==> src/rtl/tsrc_pkg.sv <==
// Purpose: shared constants and types for the soft reset and control block
// Assumes: 10 MHz system clock, byte-wide programming link
// Notes:   link select codes stand for the programming page and the two
//          bus addresses of the remote control module

package tsrc_pkg;

    // ------------------------------------------------------------------
    // programming interface registers
    // ------------------------------------------------------------------
    localparam logic [7:0] REG_SRST   = 8'h40;
    localparam logic [7:0] REG_IPEND  = 8'h3e;
    localparam logic [7:0] REG_IEN    = 8'h3f;
    localparam logic [7:0] RST_VAL    = 8'h00;
    localparam logic [7:0] CTL_WMASK  = 8'h03;
    localparam int         BIT_SRST   = 0;
    localparam int         BIT_GCP    = 1;
    localparam int         BIT_STAB   = 2;
    localparam int         BIT_ALT    = 3;
    localparam int         BIT_ISTAB  = 0;

    // ------------------------------------------------------------------
    // link selects and remote control module
    // ------------------------------------------------------------------
    localparam logic [1:0] SEL_PROG   = 2'h0;
    localparam logic [1:0] SEL_RCM0   = 2'h1;
    localparam logic [1:0] SEL_RCM1   = 2'h2;
    localparam logic [7:0] I2C_RCM0   = 8'hc0;
    localparam logic [7:0] I2C_RCM1   = 8'hc4;
    localparam int         RCM_REGS   = 8;
    localparam logic [3:0] PAD_MOD    = 4'h8;
    localparam logic [7:0] PAD_DATA   = 8'h00;

    // ------------------------------------------------------------------
    // clock monitor timing
    // ------------------------------------------------------------------
    localparam int         CLK_NS     = 100;
    localparam int         MON_TMO_NS = 25500;
    localparam int         MON_WIN_NS = 6400;
    localparam int         MON_TMO    = MON_TMO_NS / CLK_NS;
    localparam int         MON_WIN    = MON_WIN_NS / CLK_NS;
    localparam logic [3:0] MON_HITS   = 4'h4;

    // ------------------------------------------------------------------
    // host controller registers (AHB-Lite byte offsets)
    // ------------------------------------------------------------------
    localparam logic [7:0] A_CTRL     = 8'h00;
    localparam logic [7:0] A_CMD      = 8'h04;
    localparam logic [7:0] A_RDATA    = 8'h08;
    localparam logic [7:0] A_STAT     = 8'h0c;
    localparam logic [7:0] A_ISTAT    = 8'h10;
    localparam logic [7:0] A_ICLR     = 8'h14;
    localparam logic [7:0] A_IEN      = 8'h18;
    localparam int         CTRL_GO    = 0;
    localparam int         CTRL_SEQ   = 1;
    localparam int         CTRL_AUTO  = 2;
    localparam int         CMD_AD     = 8;
    localparam int         CMD_SEL    = 16;
    localparam int         CMD_WE     = 18;
    localparam int         IST_ACC    = 0;
    localparam int         IST_SEQ    = 1;

    typedef enum logic [2:0] {H_IDLE, H_ACC, H_CLRI, H_PAD, H_RD, H_SET, H_CLR} tsrc_hst_e;

endpackage: tsrc_pkg

==> src/rtl/tsrc_link_if.sv <==
// Purpose: byte-wide programming link between host controller and device
// Assumes: request held until acknowledged; acknowledge is one cycle
// Notes:   irq is the device interrupt level

`timescale 1ns/1ps

interface tsrc_link_if;
    logic       req;
    logic       we;
    logic [1:0] sel;
    logic [7:0] addr;
    logic [7:0] wdata;
    logic       ack;
    logic [7:0] rdata;
    logic       irq;

    modport dev  (input req, we, sel, addr, wdata, output ack, rdata, irq);
    modport host (output req, we, sel, addr, wdata, input ack, rdata, irq);
endinterface: tsrc_link_if

==> src/rtl/tsrc_clk_mon.sv <==
// Purpose: judges whether the input pixel clock is steady
// Assumes: tick is one pulse per input pixel clock edge, synchronous
// Notes:   period method by default, tick-count window as the alternative

`timescale 1ns/1ps

module tsrc_clk_mon #(
    parameter bit ALT_METHOD = 1'b0
) (
    input  wire logic clk,
    input  wire logic rst,
    input  wire logic tick,
    output logic      stable
);
    import tsrc_pkg::*;

    typedef struct packed {
        logic [7:0] tmr;
        logic [7:0] cnt;
        logic [7:0] ref_v;
        logic [3:0] hits;
        logic       stab;
    } tsrc_mon_s;

    tsrc_mon_s s_ff, nxt_s;
    logic      same;

    always_comb begin
        nxt_s = s_ff;
        same  = 1'b0;
        if (!ALT_METHOD) begin
            if (tick) begin
                same        = (s_ff.tmr == s_ff.ref_v);
                nxt_s.ref_v = s_ff.tmr;
                nxt_s.tmr   = 8'h00;
            end else if (s_ff.tmr == 8'(MON_TMO)) begin
                nxt_s.hits = 4'h0;
                nxt_s.stab = 1'b0;
            end else begin
                nxt_s.tmr = s_ff.tmr + 8'h01;
            end
            if (tick && !same) begin
                nxt_s.hits = 4'h0;
                nxt_s.stab = 1'b0;
            end
        end else begin
            nxt_s.tmr = s_ff.tmr + 8'h01;
            if (tick && s_ff.cnt != 8'hff) begin
                nxt_s.cnt = s_ff.cnt + 8'h01;
            end
            if (s_ff.tmr == 8'(MON_WIN - 1)) begin
                // compare and keep the count before it restarts
                same        = (nxt_s.cnt == s_ff.ref_v) && (nxt_s.cnt != 8'h00);
                nxt_s.ref_v = nxt_s.cnt;
                nxt_s.tmr   = 8'h00;
                nxt_s.cnt   = 8'h00;
                if (!same) begin
                    nxt_s.hits = 4'h0;
                    nxt_s.stab = 1'b0;
                end
            end
        end
        if (same && s_ff.hits != MON_HITS) begin
            nxt_s.hits = s_ff.hits + 4'h1;
        end
        if (same && s_ff.hits == MON_HITS) begin
            nxt_s.stab = 1'b1;
        end
    end

    always_ff @(posedge clk or posedge rst) begin
        if (rst) begin
            s_ff <= '0;
        end else begin
            s_ff <= nxt_s;
        end
    end

    assign stable = s_ff.stab;

endmodule: tsrc_clk_mon

==> src/rtl/tsrc_dev.sv <==
// Purpose: device end: soft reset and control register with clock status
// Assumes: link requests held until acknowledged
// Notes:   remote control module registers 0x00..0x07 kept as plain storage

`timescale 1ns/1ps

module tsrc_dev (
    input  wire logic    SYS_CLK,
    input  wire logic    RST,
    tsrc_link_if.dev     LK,
    input  wire logic    PIX_TICK,
    input  wire logic    GCP_SLOT,
    output logic         SECT_RST,
    output logic         GCP_SEND,
    output logic         CLK_STABLE,
    output logic         ALT_STABLE
);
    import tsrc_pkg::*;

    // ------------------------------------------------------------------
    // state
    // ------------------------------------------------------------------
    typedef struct packed {
        logic                         srst;
        logic                         gcp;
        logic                         ipend;
        logic                         ien;
        logic                         ack;
        logic [7:0]                   rdata;
        logic                         stab_d;
        logic                         irq;
        logic                         gcp_send;
        logic [RCM_REGS-1:0][7:0]     rcm;
    } tsrc_dev_s;

    tsrc_dev_s s_ff, nxt_s;

    logic       stab;
    logic       alt_stab;
    logic       acc;
    logic       wr;
    logic       rd;
    logic       clr_pend;
    logic       stab_chg;

    // ------------------------------------------------------------------
    // decode
    // ------------------------------------------------------------------
    function automatic logic rcm_hit(input logic [1:0] sel, input logic [7:0] addr);
        rcm_hit = (sel == SEL_RCM0 || sel == SEL_RCM1) && (addr[7:3] == 5'h00);
    endfunction: rcm_hit

    function automatic logic prog_hit(input logic [1:0] sel);
        prog_hit = (sel == SEL_PROG);
    endfunction: prog_hit

    // ------------------------------------------------------------------
    // clock monitors
    // ------------------------------------------------------------------
    // period method
    tsrc_clk_mon #(
        .ALT_METHOD (1'b0)
    ) u_mon_main (
        .clk        (SYS_CLK),
        .rst        (RST),
        .tick       (PIX_TICK),
        .stable     (stab)
    );

    tsrc_clk_mon #(
        .ALT_METHOD (1'b1)
    ) u_mon_alt (
        .clk        (SYS_CLK),
        .rst        (RST),
        .tick       (PIX_TICK),
        .stable     (alt_stab)
    );

    // ------------------------------------------------------------------
    // next state
    // ------------------------------------------------------------------
    always_comb begin
        nxt_s    = s_ff;
        clr_pend = 1'b0;

        // one acknowledge per held request
        acc       = LK.req & ~s_ff.ack;
        wr        = acc & LK.we;
        rd        = acc & ~LK.we;
        nxt_s.ack = acc;

        // register writes
        if (wr && prog_hit(LK.sel)) begin
            unique case (LK.addr)
                REG_SRST: begin
                    nxt_s.srst = LK.wdata[BIT_SRST];
                    nxt_s.gcp  = LK.wdata[BIT_GCP];
                end
                REG_IPEND: begin
                    clr_pend = LK.wdata[BIT_ISTAB];
                end
                REG_IEN: begin
                    nxt_s.ien = LK.wdata[BIT_ISTAB];
                end
                default: begin
                    clr_pend = 1'b0;
                end
            endcase
        end
        if (wr && rcm_hit(LK.sel, LK.addr)) begin
            nxt_s.rcm[LK.addr[2:0]] = LK.wdata;
        end

        // register reads
        if (rd) begin
            nxt_s.rdata = RST_VAL;
            if (prog_hit(LK.sel)) begin
                unique case (LK.addr)
                    REG_SRST: begin
                        nxt_s.rdata[BIT_SRST] = s_ff.srst;
                        nxt_s.rdata[BIT_GCP]  = s_ff.gcp;
                        nxt_s.rdata[BIT_STAB] = stab;
                        nxt_s.rdata[BIT_ALT]  = alt_stab;
                    end
                    REG_IPEND: begin
                        nxt_s.rdata[BIT_ISTAB] = s_ff.ipend;
                    end
                    REG_IEN: begin
                        nxt_s.rdata[BIT_ISTAB] = s_ff.ien;
                    end
                    default: begin
                        nxt_s.rdata = RST_VAL;
                    end
                endcase
            end else if (rcm_hit(LK.sel, LK.addr)) begin
                nxt_s.rdata = s_ff.rcm[LK.addr[2:0]];
            end
        end

        stab_chg     = (stab != s_ff.stab_d);
        nxt_s.stab_d = stab;
        if (clr_pend || s_ff.srst) begin
            nxt_s.ipend = 1'b0;
        end
        if (stab_chg) begin
            nxt_s.ipend = 1'b1;
        end
        nxt_s.irq = nxt_s.ipend & nxt_s.ien;

        nxt_s.gcp_send = GCP_SLOT & s_ff.gcp & ~s_ff.srst;
    end

    // ------------------------------------------------------------------
    // registers
    // ------------------------------------------------------------------
    always_ff @(posedge SYS_CLK or posedge RST) begin
        if (RST) begin
            s_ff <= '0;
        end else begin
            s_ff <= nxt_s;
        end
    end

    // ------------------------------------------------------------------
    // outputs
    // ------------------------------------------------------------------
    assign LK.ack   = s_ff.ack;
    assign LK.rdata = s_ff.rdata;
    assign LK.irq   = s_ff.irq;

    assign SECT_RST   = s_ff.srst;
    assign GCP_SEND   = s_ff.gcp_send;
    assign CLK_STABLE = stab;
    assign ALT_STABLE = alt_stab;

endmodule: tsrc_dev

==> src/flat_wrapper.sv <==
// flat-port wrapper written by rule: the top's interface ports become plain ports
module tsrc_dev_flat import tsrc_pkg::*;
  (SYS_CLK, RST, PIX_TICK, GCP_SLOT, SECT_RST, GCP_SEND, CLK_STABLE, ALT_STABLE, LK_req, LK_we, LK_sel, LK_addr, LK_wdata, LK_ack, LK_rdata, LK_irq);
  tsrc_link_if LK_i ();
  input  wire logic SYS_CLK;
  input  wire logic RST;
  input  wire logic PIX_TICK;
  input  wire logic GCP_SLOT;
  output logic SECT_RST;
  output logic GCP_SEND;
  output logic CLK_STABLE;
  output logic ALT_STABLE;
  input wire logic [$bits(LK_i.req)-1:0] LK_req;
  input wire logic [$bits(LK_i.we)-1:0] LK_we;
  input wire logic [$bits(LK_i.sel)-1:0] LK_sel;
  input wire logic [$bits(LK_i.addr)-1:0] LK_addr;
  input wire logic [$bits(LK_i.wdata)-1:0] LK_wdata;
  output wire logic [$bits(LK_i.ack)-1:0] LK_ack;
  output wire logic [$bits(LK_i.rdata)-1:0] LK_rdata;
  output wire logic [$bits(LK_i.irq)-1:0] LK_irq;
  assign LK_i.req = LK_req;
  assign LK_i.we = LK_we;
  assign LK_i.sel = LK_sel;
  assign LK_i.addr = LK_addr;
  assign LK_i.wdata = LK_wdata;
  assign LK_ack = LK_i.ack;
  assign LK_rdata = LK_i.rdata;
  assign LK_irq = LK_i.irq;
  tsrc_dev u_core (.SYS_CLK(SYS_CLK), .RST(RST), .LK(LK_i), .PIX_TICK(PIX_TICK), .GCP_SLOT(GCP_SLOT), .SECT_RST(SECT_RST), .GCP_SEND(GCP_SEND), .CLK_STABLE(CLK_STABLE), .ALT_STABLE(ALT_STABLE));
endmodule
==> config.mk <==
export PLATFORM = sky130hd
export DESIGN_NAME = tsrc_dev_flat
export DESIGN_NICKNAME = d
export VERILOG_FILES = /design/src/rtl/tsrc_pkg.sv /design/src/rtl/tsrc_link_if.sv /design/src/rtl/tsrc_clk_mon.sv /design/src/rtl/tsrc_dev.sv /design/src/flat_wrapper.sv
export SDC_FILE = /design/constraint.sdc
export NUM_CORES = 1
export LEC_CHECK = 0
export ABC_CLOCK_PERIOD_IN_PS = 5400
export BUFFER_PORTS_ARGS = -buffer_cell sky130_fd_sc_hd__buf_4
export CAP_MARGIN = 5
export CORE_MARGIN = 3
export CORE_UTILIZATION = 50
export DETAILED_ROUTE_END_ITERATION = 6
export PLACE_DENSITY = 0.68
export SYNTH_ARGS = -nofsm -noshare
export SYNTH_HDL_FRONTEND = slang
export SYNTH_SLANG_ARGS = --single-unit
==> constraint.sdc <==
create_clock -name SYS_CLK -period 5.4 [get_ports SYS_CLK]
set_input_delay 0.81 -clock SYS_CLK [delete_from_list [all_inputs] [get_ports SYS_CLK]]
set_output_delay 0.81 -clock SYS_CLK [all_outputs]
set_load 0.01 [all_outputs]
==> impl_metrics.json, run 1 <==
{
  "p_leak_nw": 3.46,
  "grt_pass1_vias": 4512,
  "clock_path_buffers": 2,
  "p_comb_share_pct": 13.1,
  "clockPowerShare_pct": 41.5,
  "path_max_fanout": 8,
  "end_kind": "flop",
  "gr-total-overflow": 0,
  "cts_root_buf": "clkbuf_16",
  "cts_sinks": 130,
  "hpwl_microns": 8920,
  "initial_utilization_pct": 52.3,
  "arrival_ns": 2.88,
  "hold_class": "flop to flop",
  "syn_avg_cell_area_sq_um": 11.2,
  "finalWirelength_microns": 13100,
  "cts_setup_buffers": 0,
  "dr_total_vias": 4447,
  "drive_gt1_share_pct": 29.0,
  "reg2reg_from": "u_core.u_mon_alt.s_ff[13]",
  "area_growth_pct": 13.5,
  "final_cell_area_sq_um": 7280,
  "switching_share_pct": 27.0,
  "finClkSkew_ns": 0.00514,
  "globalRouteTotalUtil_pct": 19.7,
  "cts_tree": "built",
  "syn-cell-area_sq_um": 6410,
  "timing_max_transition_violations_final": 0,
  "dieHeight_microns": 119,
  "routed.top_layer": "met4",
  "cts_buffers": 17,
  "synth.distinct_cells": 63,
  "r2r_slack_ns": 2.84,
  "rows": 40,
  "reg2reg_depth": 8,
  "htree_levels": 4,
  "ir_drop_mv": 0.270,
  "hold_path_end": "u_core.LK.rdata[0]",
  "wl_per_cell_microns": 16.7,
  "slew_headroom_pct": 33.3,
  "wl_met2_microns": 6520,
  "hold_path_depth": 2,
  "cellPowerDensity_nw_per_um2": 332,
  "min-delay-start": "u_core.LK.rdata[0]",
  "p_int_w": 0.00176,
  "place_area_sq_um": 6770,
  "worst_ep_required_time_ns": 5.72,
  "min_period_over_period_pct": 47.3,
  "yosys_register_bits": 130,
  "cts_repair_resize_count": 0,
  "remaining_drc_errors": 0,
  "fmax_mhz": 391,
  "io_pins": 38,
  "clk_latency_ns": 0.42,
  "die_area_sq_um": 14200,
  "setup_viol": 0,
  "syn_nets": 607,
  "seq_area_frac_synth_pct": 50.7,
  "hold_violations": 0,
  "clk_pin_slew_ns": 0.05,
  "finalSetupTns_ns": 0,
  "drt_iter0_markers": 306,
  "async_reset_ff_share_pct": 100,
  "reg2reg_to": "u_core.u_mon_alt.s_ff[3]",
  "routabilityCongestion": 0.794,
  "tightestPinTransition_ns": 1.00,
  "core_sq_um": 12300,
  "rsz0062_at_grt": "false",
  "synth_ff_type": "dfrtp_1",
  "grt_max_degree": 83,
  "final_cell_mix": "dfrtp_1, mux2_2, nand2_1, buf_4, nor2_1",
  "maxCapViolCount": 0,
  "postRouteAntennaNets": 0,
  "dr_wl_met3_microns": 567,
  "grt_pass1_wl_microns": 22300,
  "via_per_inst": 5.69,
  "die_x_microns": 119,
  "synth-edff-count": 0,
  "min_period_ns": 2.56,
  "yosys_warnings": 0,
  "first_pass_iters": 5,
  "wl_met1_microns": 5770,
  "critPathKind": "flop to flop",
  "portBuffers": 37,
  "fin_nets": 635,
  "p_seq_share_pct": 45.4,
  "outcome": "finished clean",
  "hold_buffers": 0,
  "critPathLaunchType": "flop",
  "final_common_cell": "dfrtp_1",
  "antenna_found_initial": 0,
  "diodes": 0,
  "power.switching_w": 0.000653,
  "syn_inst": 575
}
[flip-flops by register name (all words and copies together), names as in the netlist]
| register | count |
|---|---|
| u_core.s_ff | 68 |
| u_core.u_mon_main.stable | 1 |
| u_core.LK.ack | 1 |
| u_core.SECT_RST | 1 |
| u_core.u_mon_main.s_ff | 20 |
| u_core.LK.rdata | 8 |
| u_core.GCP_SEND | 1 |
| u_core.u_mon_alt.stable | 1 |
| u_core.LK.irq | 1 |
| u_core.u_mon_alt.s_ff | 28 |
[worst max-delay path: stages (launching register included)]
cell     delay (ns)
dfrtp_1        0.52
ha_1           0.39
and4_4         0.30
a31oi_1        0.11
or2_1          0.28
and4b_1        0.20
a21oi_2        0.30
nand2_2        0.11
o31ai_1        0.25
[final cells by class]
class | count | area, sq um
clock buffer | 24 | 482
clock inverter | 6 | 32.5
fill | 1015 | 4980
inverter | 12 | 47.5
multi-input combinational | 403 | 2960
sequential | 130 | 3250
tap | 168 | 210
timing repair buffer | 39 | 293
[cells in the mapped netlist, drive strengths merged (12+ instances only)]
| cell | number | area (sq um) |
|---|---|---|
| a21oi | 12 | 63.8 |
| buf | 18 | 109 |
| clkbuf | 12 | 45.0 |
| dfrtp | 130 | 3250 |
| inv | 12 | 45.0 |
| mux2 | 89 | 1000 |
| nand2 | 50 | 190 |
| nand3 | 25 | 135 |
| nor2 | 40 | 155 |
| o21ai | 37 | 185 |
| o22ai | 13 | 81.3 |
| xnor2 | 13 | 114 |
[cell families after synthesis]
kind of cell,after synthesis,share of synthesized area (%)
buf+inv,42,3.10
fa+ha+maj,8,1.56
flops,130,50.7
xor+xnor,24,3.51
mux,94,16.4
simple gates,181,15.0
compound gates,96,9.71
[power by group through the flow]
stage / Clock (W) / Sequential (W) / Combinational, W
global route: 0.00106 / 0.00110 / 0.000355
detailed placement: 0 / 0.00111 / 0.000315
global placement: 0 / 0.00111 / 0.000309
CTS: 0.00102 / 0.00109 / 0.000317
finish: 0.00100 / 0.00110 / 0.000316
floorplan: 0 / 0.00107 / 0.000276
[metrics by stage]
step                setup WS [ns]  cells  utilization, %  hold WS [ns]  power, W
floorplan                    1.12    575               -         0.448   0.00134
global placement             2.61    752            55.2         0.470   0.00141
detailed placement           2.53    752            55.2         0.473   0.00143
CTS                          2.88    782            59.4         0.485   0.00243
global route                 2.60    782            59.4         0.514   0.00252
finish                       2.84    782            59.4         0.483   0.00242
[worst max-delay path by stage]
stage | startpoint | slack, ns | to
2_1_floorplan | RST | 1.12 | u_core.GCP_SEND
3_3_place_gp | LK_addr[4] | 2.61 | u_core.s_ff[52]
3_5_place_dp | PIX_TICK | 2.53 | u_core.u_mon_alt.s_ff[3]
4_1_cts | u_core.u_mon_alt.s_ff[13] | 2.88 | u_core.u_mon_alt.s_ff[3]
5_1_grt | u_core.u_mon_alt.s_ff[13] | 2.60 | u_core.u_mon_alt.s_ff[3]
6_report | u_core.u_mon_alt.s_ff[13] | 2.84 | u_core.u_mon_alt.s_ff[3]
[layer usage]
layer / vias up / track usage (%)
li1: 2123 / -
met1: 2228 / 24.9
met2: 76 / 32.5
met3: 20 / 5.22
met4: 0 / 7.31
met5: - / 0
Note: power is estimated with default switching activity, not from simulation.
==> run 2: changes to the inputs <==
--- a/config.mk
+++ b/config.mk
@@ -5,7 +5,7 @@
 export SDC_FILE = /design/constraint.sdc
 export NUM_CORES = 1
 export LEC_CHECK = 0
-export ABC_CLOCK_PERIOD_IN_PS = 5400
+export ABC_CLOCK_PERIOD_IN_PS = 2600
 export BUFFER_PORTS_ARGS = -buffer_cell sky130_fd_sc_hd__buf_4
 export CAP_MARGIN = 5
 export CORE_MARGIN = 3
==> constraint.sdc (replaced) <==
create_clock -name SYS_CLK -period 2.6 [get_ports SYS_CLK]
set_input_delay 0.39 -clock SYS_CLK [delete_from_list [all_inputs] [get_ports SYS_CLK]]
set_output_delay 0.39 -clock SYS_CLK [all_outputs]
set_load 0.01 [all_outputs]
==> impl_metrics.json, run 2 (synthesis gave the netlist of run 1 again) <==
{
  "outcome": "finished clean",
  "finalSetupTns_ns": 0,
  "drt_iter0_markers": 331,
  "cellPowerDensity_nw_per_um2": 697,
  "via_per_inst": 5.72,
  "regMostFlops": "u_core.s_ff",
  "final_cell_mix": "dfrtp_1, mux2_2, nand2_1, buf_4, nor2_1",
  "routabilityCongestion": 0.849,
  "grt_pass1_wl_microns": 23000,
  "area_growth_pct": 15.0,
  "critPathLaunchType": "flop",
  "critPathKind": "flop to flop",
  "largest_register_ffs": 68,
  "dr_total_vias": 4508,
  "switching_share_pct": 26.0,
  "cts_buffers": 17,
  "cpPeakStageDelay_ns": 0.46,
  "reg.largest.list": "u_core.s_ff: 68 flops, u_core.u_mon_alt.s_ff: 28 flops, u_core.u_mon_main.s_ff: 20 flops",
  "globalRouteTotalUtil_pct": 20.2,
  "final_common_cell": "dfrtp_1",
  "gr-total-overflow": 0,
  "antenna_found_initial": 0,
  "die_x_microns": 119,
  "fmax_mhz": 420,
  "startpoint": "u_core.u_mon_alt.s_ff[13]",
  "cts_root_buf": "clkbuf_16",
  "p_seq_share_pct": 43.6,
  "grt_pass1_vias": 4649,
  "reg2reg_from": "u_core.u_mon_alt.s_ff[13]",
  "remaining_drc_errors": 0,
  "clk_latency_ns": 0.41,
  "io_pins": 38,
  "power.switching_w": 0.00134,
  "rsz0062_at_grt": "false",
  "crit_path_top_delay_cell": "dfrtp_1",
  "first_pass_iters": 4,
  "maxCapViolCount": 0,
  "p_int_w": 0.00381,
  "min_period_ns": 2.38,
  "cts_setup_buffers": 0,
  "hold_violations": 0,
  "p_leak_nw": 3.51,
  "setup_viol": 0,
  "path_cells": "ha_2 > nand4_2 > o21a_1 > xnor3_2 > nand3_2 > nor4_4 > nand2_2 > o31ai_1",
  "finClkSkew_ns": 0.00628,
  "dieHeight_microns": 119,
  "min_period_over_period_pct": 91.6,
  "rows": 40,
  "slew_headroom_pct": 57.3,
  "arrival_ns": 2.69,
  "diodes": 0,
  "clk_pin_slew_ns": 0.05,
  "pre_cts_slack_ns": 0.140,
  "timing_max_transition_violations_final": 0,
  "worst_ep_required_time_ns": 2.91,
  "end_kind": "flop",
  "p_comb_share_pct": 13.8,
  "die_area_sq_um": 14200,
  "placed_cells": 758,
  "fin_util_pct": 60.2,
  "htree_levels": 4,
  "path_max_fanout": 8,
  "grt_max_degree": 77,
  "reg2reg_depth": 8,
  "clock_path_buffers": 2,
  "cts_tree": "built",
  "ir_drop_mv": 0.426,
  "fin_nets": 641,
  "cts_sinks": 130,
  "wl_per_cell_microns": 17.1,
  "portBuffers": 37,
  "hold_class": "input pin to async pin",
  "clockPowerShare_pct": 42.5,
  "finalWirelength_microns": 13500,
  "setup_ws_ns": 0.219,
  "postRouteAntennaNets": 0,
  "core_sq_um": 12300,
  "hold_ws_ns": 0.0307,
  "hpwl_microns": 9260,
  "tightestPinTransition_ns": 0.638,
  "final_cells": 788,
  "drive_gt1_share_pct": 30.2,
  "initial_utilization_pct": 52.3
}
run 2: layout make-up:
cell class | instances | area, sq um
clock buffers | 24 | 492
clock inverters | 6 | 55.1
fillers | 1000 | 4880
inverters | 12 | 48.8
multi-input cells | 403 | 2970
flip-flops and latches | 130 | 3250
well taps | 168 | 210
repair buffers | 45 | 350
run 2: worst paths after layout:
path | to | slack (ns)
worst max-delay path | u_core.u_mon_alt.s_ff[3] | 0.22
worst min-delay path | u_core.u_mon_main.s_ff[7] | 0.03
worst max register to register | u_core.u_mon_alt.s_ff[3] | 0.22
worst min register to register | u_core.LK.rdata[6] | 0.48
max in group asynchronous | u_core.s_ff[32] | 1.80
min in group SYS_CLK | u_core.GCP_SEND | 0.21
run 2: worst max-delay path, delay by kind of cell, from the launching register on:
| family | cells | cell delay [ns] |
|---|---|---|
| DFF | 1 | 0.46 |
| and+or+nand+nor | 4 | 0.75 |
| AOI/OAI and AO/OA | 2 | 0.51 |
| xor gates and xnor gates | 1 | 0.23 |
| adders and majority gates | 1 | 0.32 |
run 2: power by group through the flow:
stage               clock [W]  combinational [W]  sequential, W
finish                0.00219           0.000711        0.00225
global route          0.00233           0.000796        0.00226
CTS                   0.00223           0.000707        0.00224
detailed placement          0           0.000702        0.00227
global placement            0           0.000689        0.00227
floorplan                   0           0.000574        0.00222
run 2: stage by stage:
step	area (sq um)	total power (W)
6_report	7380	0.00515
5_1_grt	7380	0.00539
4_1_cts	7370	0.00518
3_3_place_gp	6830	0.00296
3_5_place_dp	6830	0.00298
2_1_floorplan	6420	0.00279
run 2: timing repair:
| item | CTS | global route |
|---|---|---|
| hold buffers | 0 | 0 |
| setup endpoints to repair | 0 | 3 |
| gates resized for setup | 0 | 2 |
run 2: per-layer routing:
metal / vias to the layer above / part of all wire (%) / GRT usage [%]
li1: 2128 / - / -
met3: 22 / 4.7 / 5.60
met4: 0 / 2.2 / 7.97
met1: 2251 / 44 / 25.3
met2: 107 / 49 / 33.0
met5: - / 0 / 0
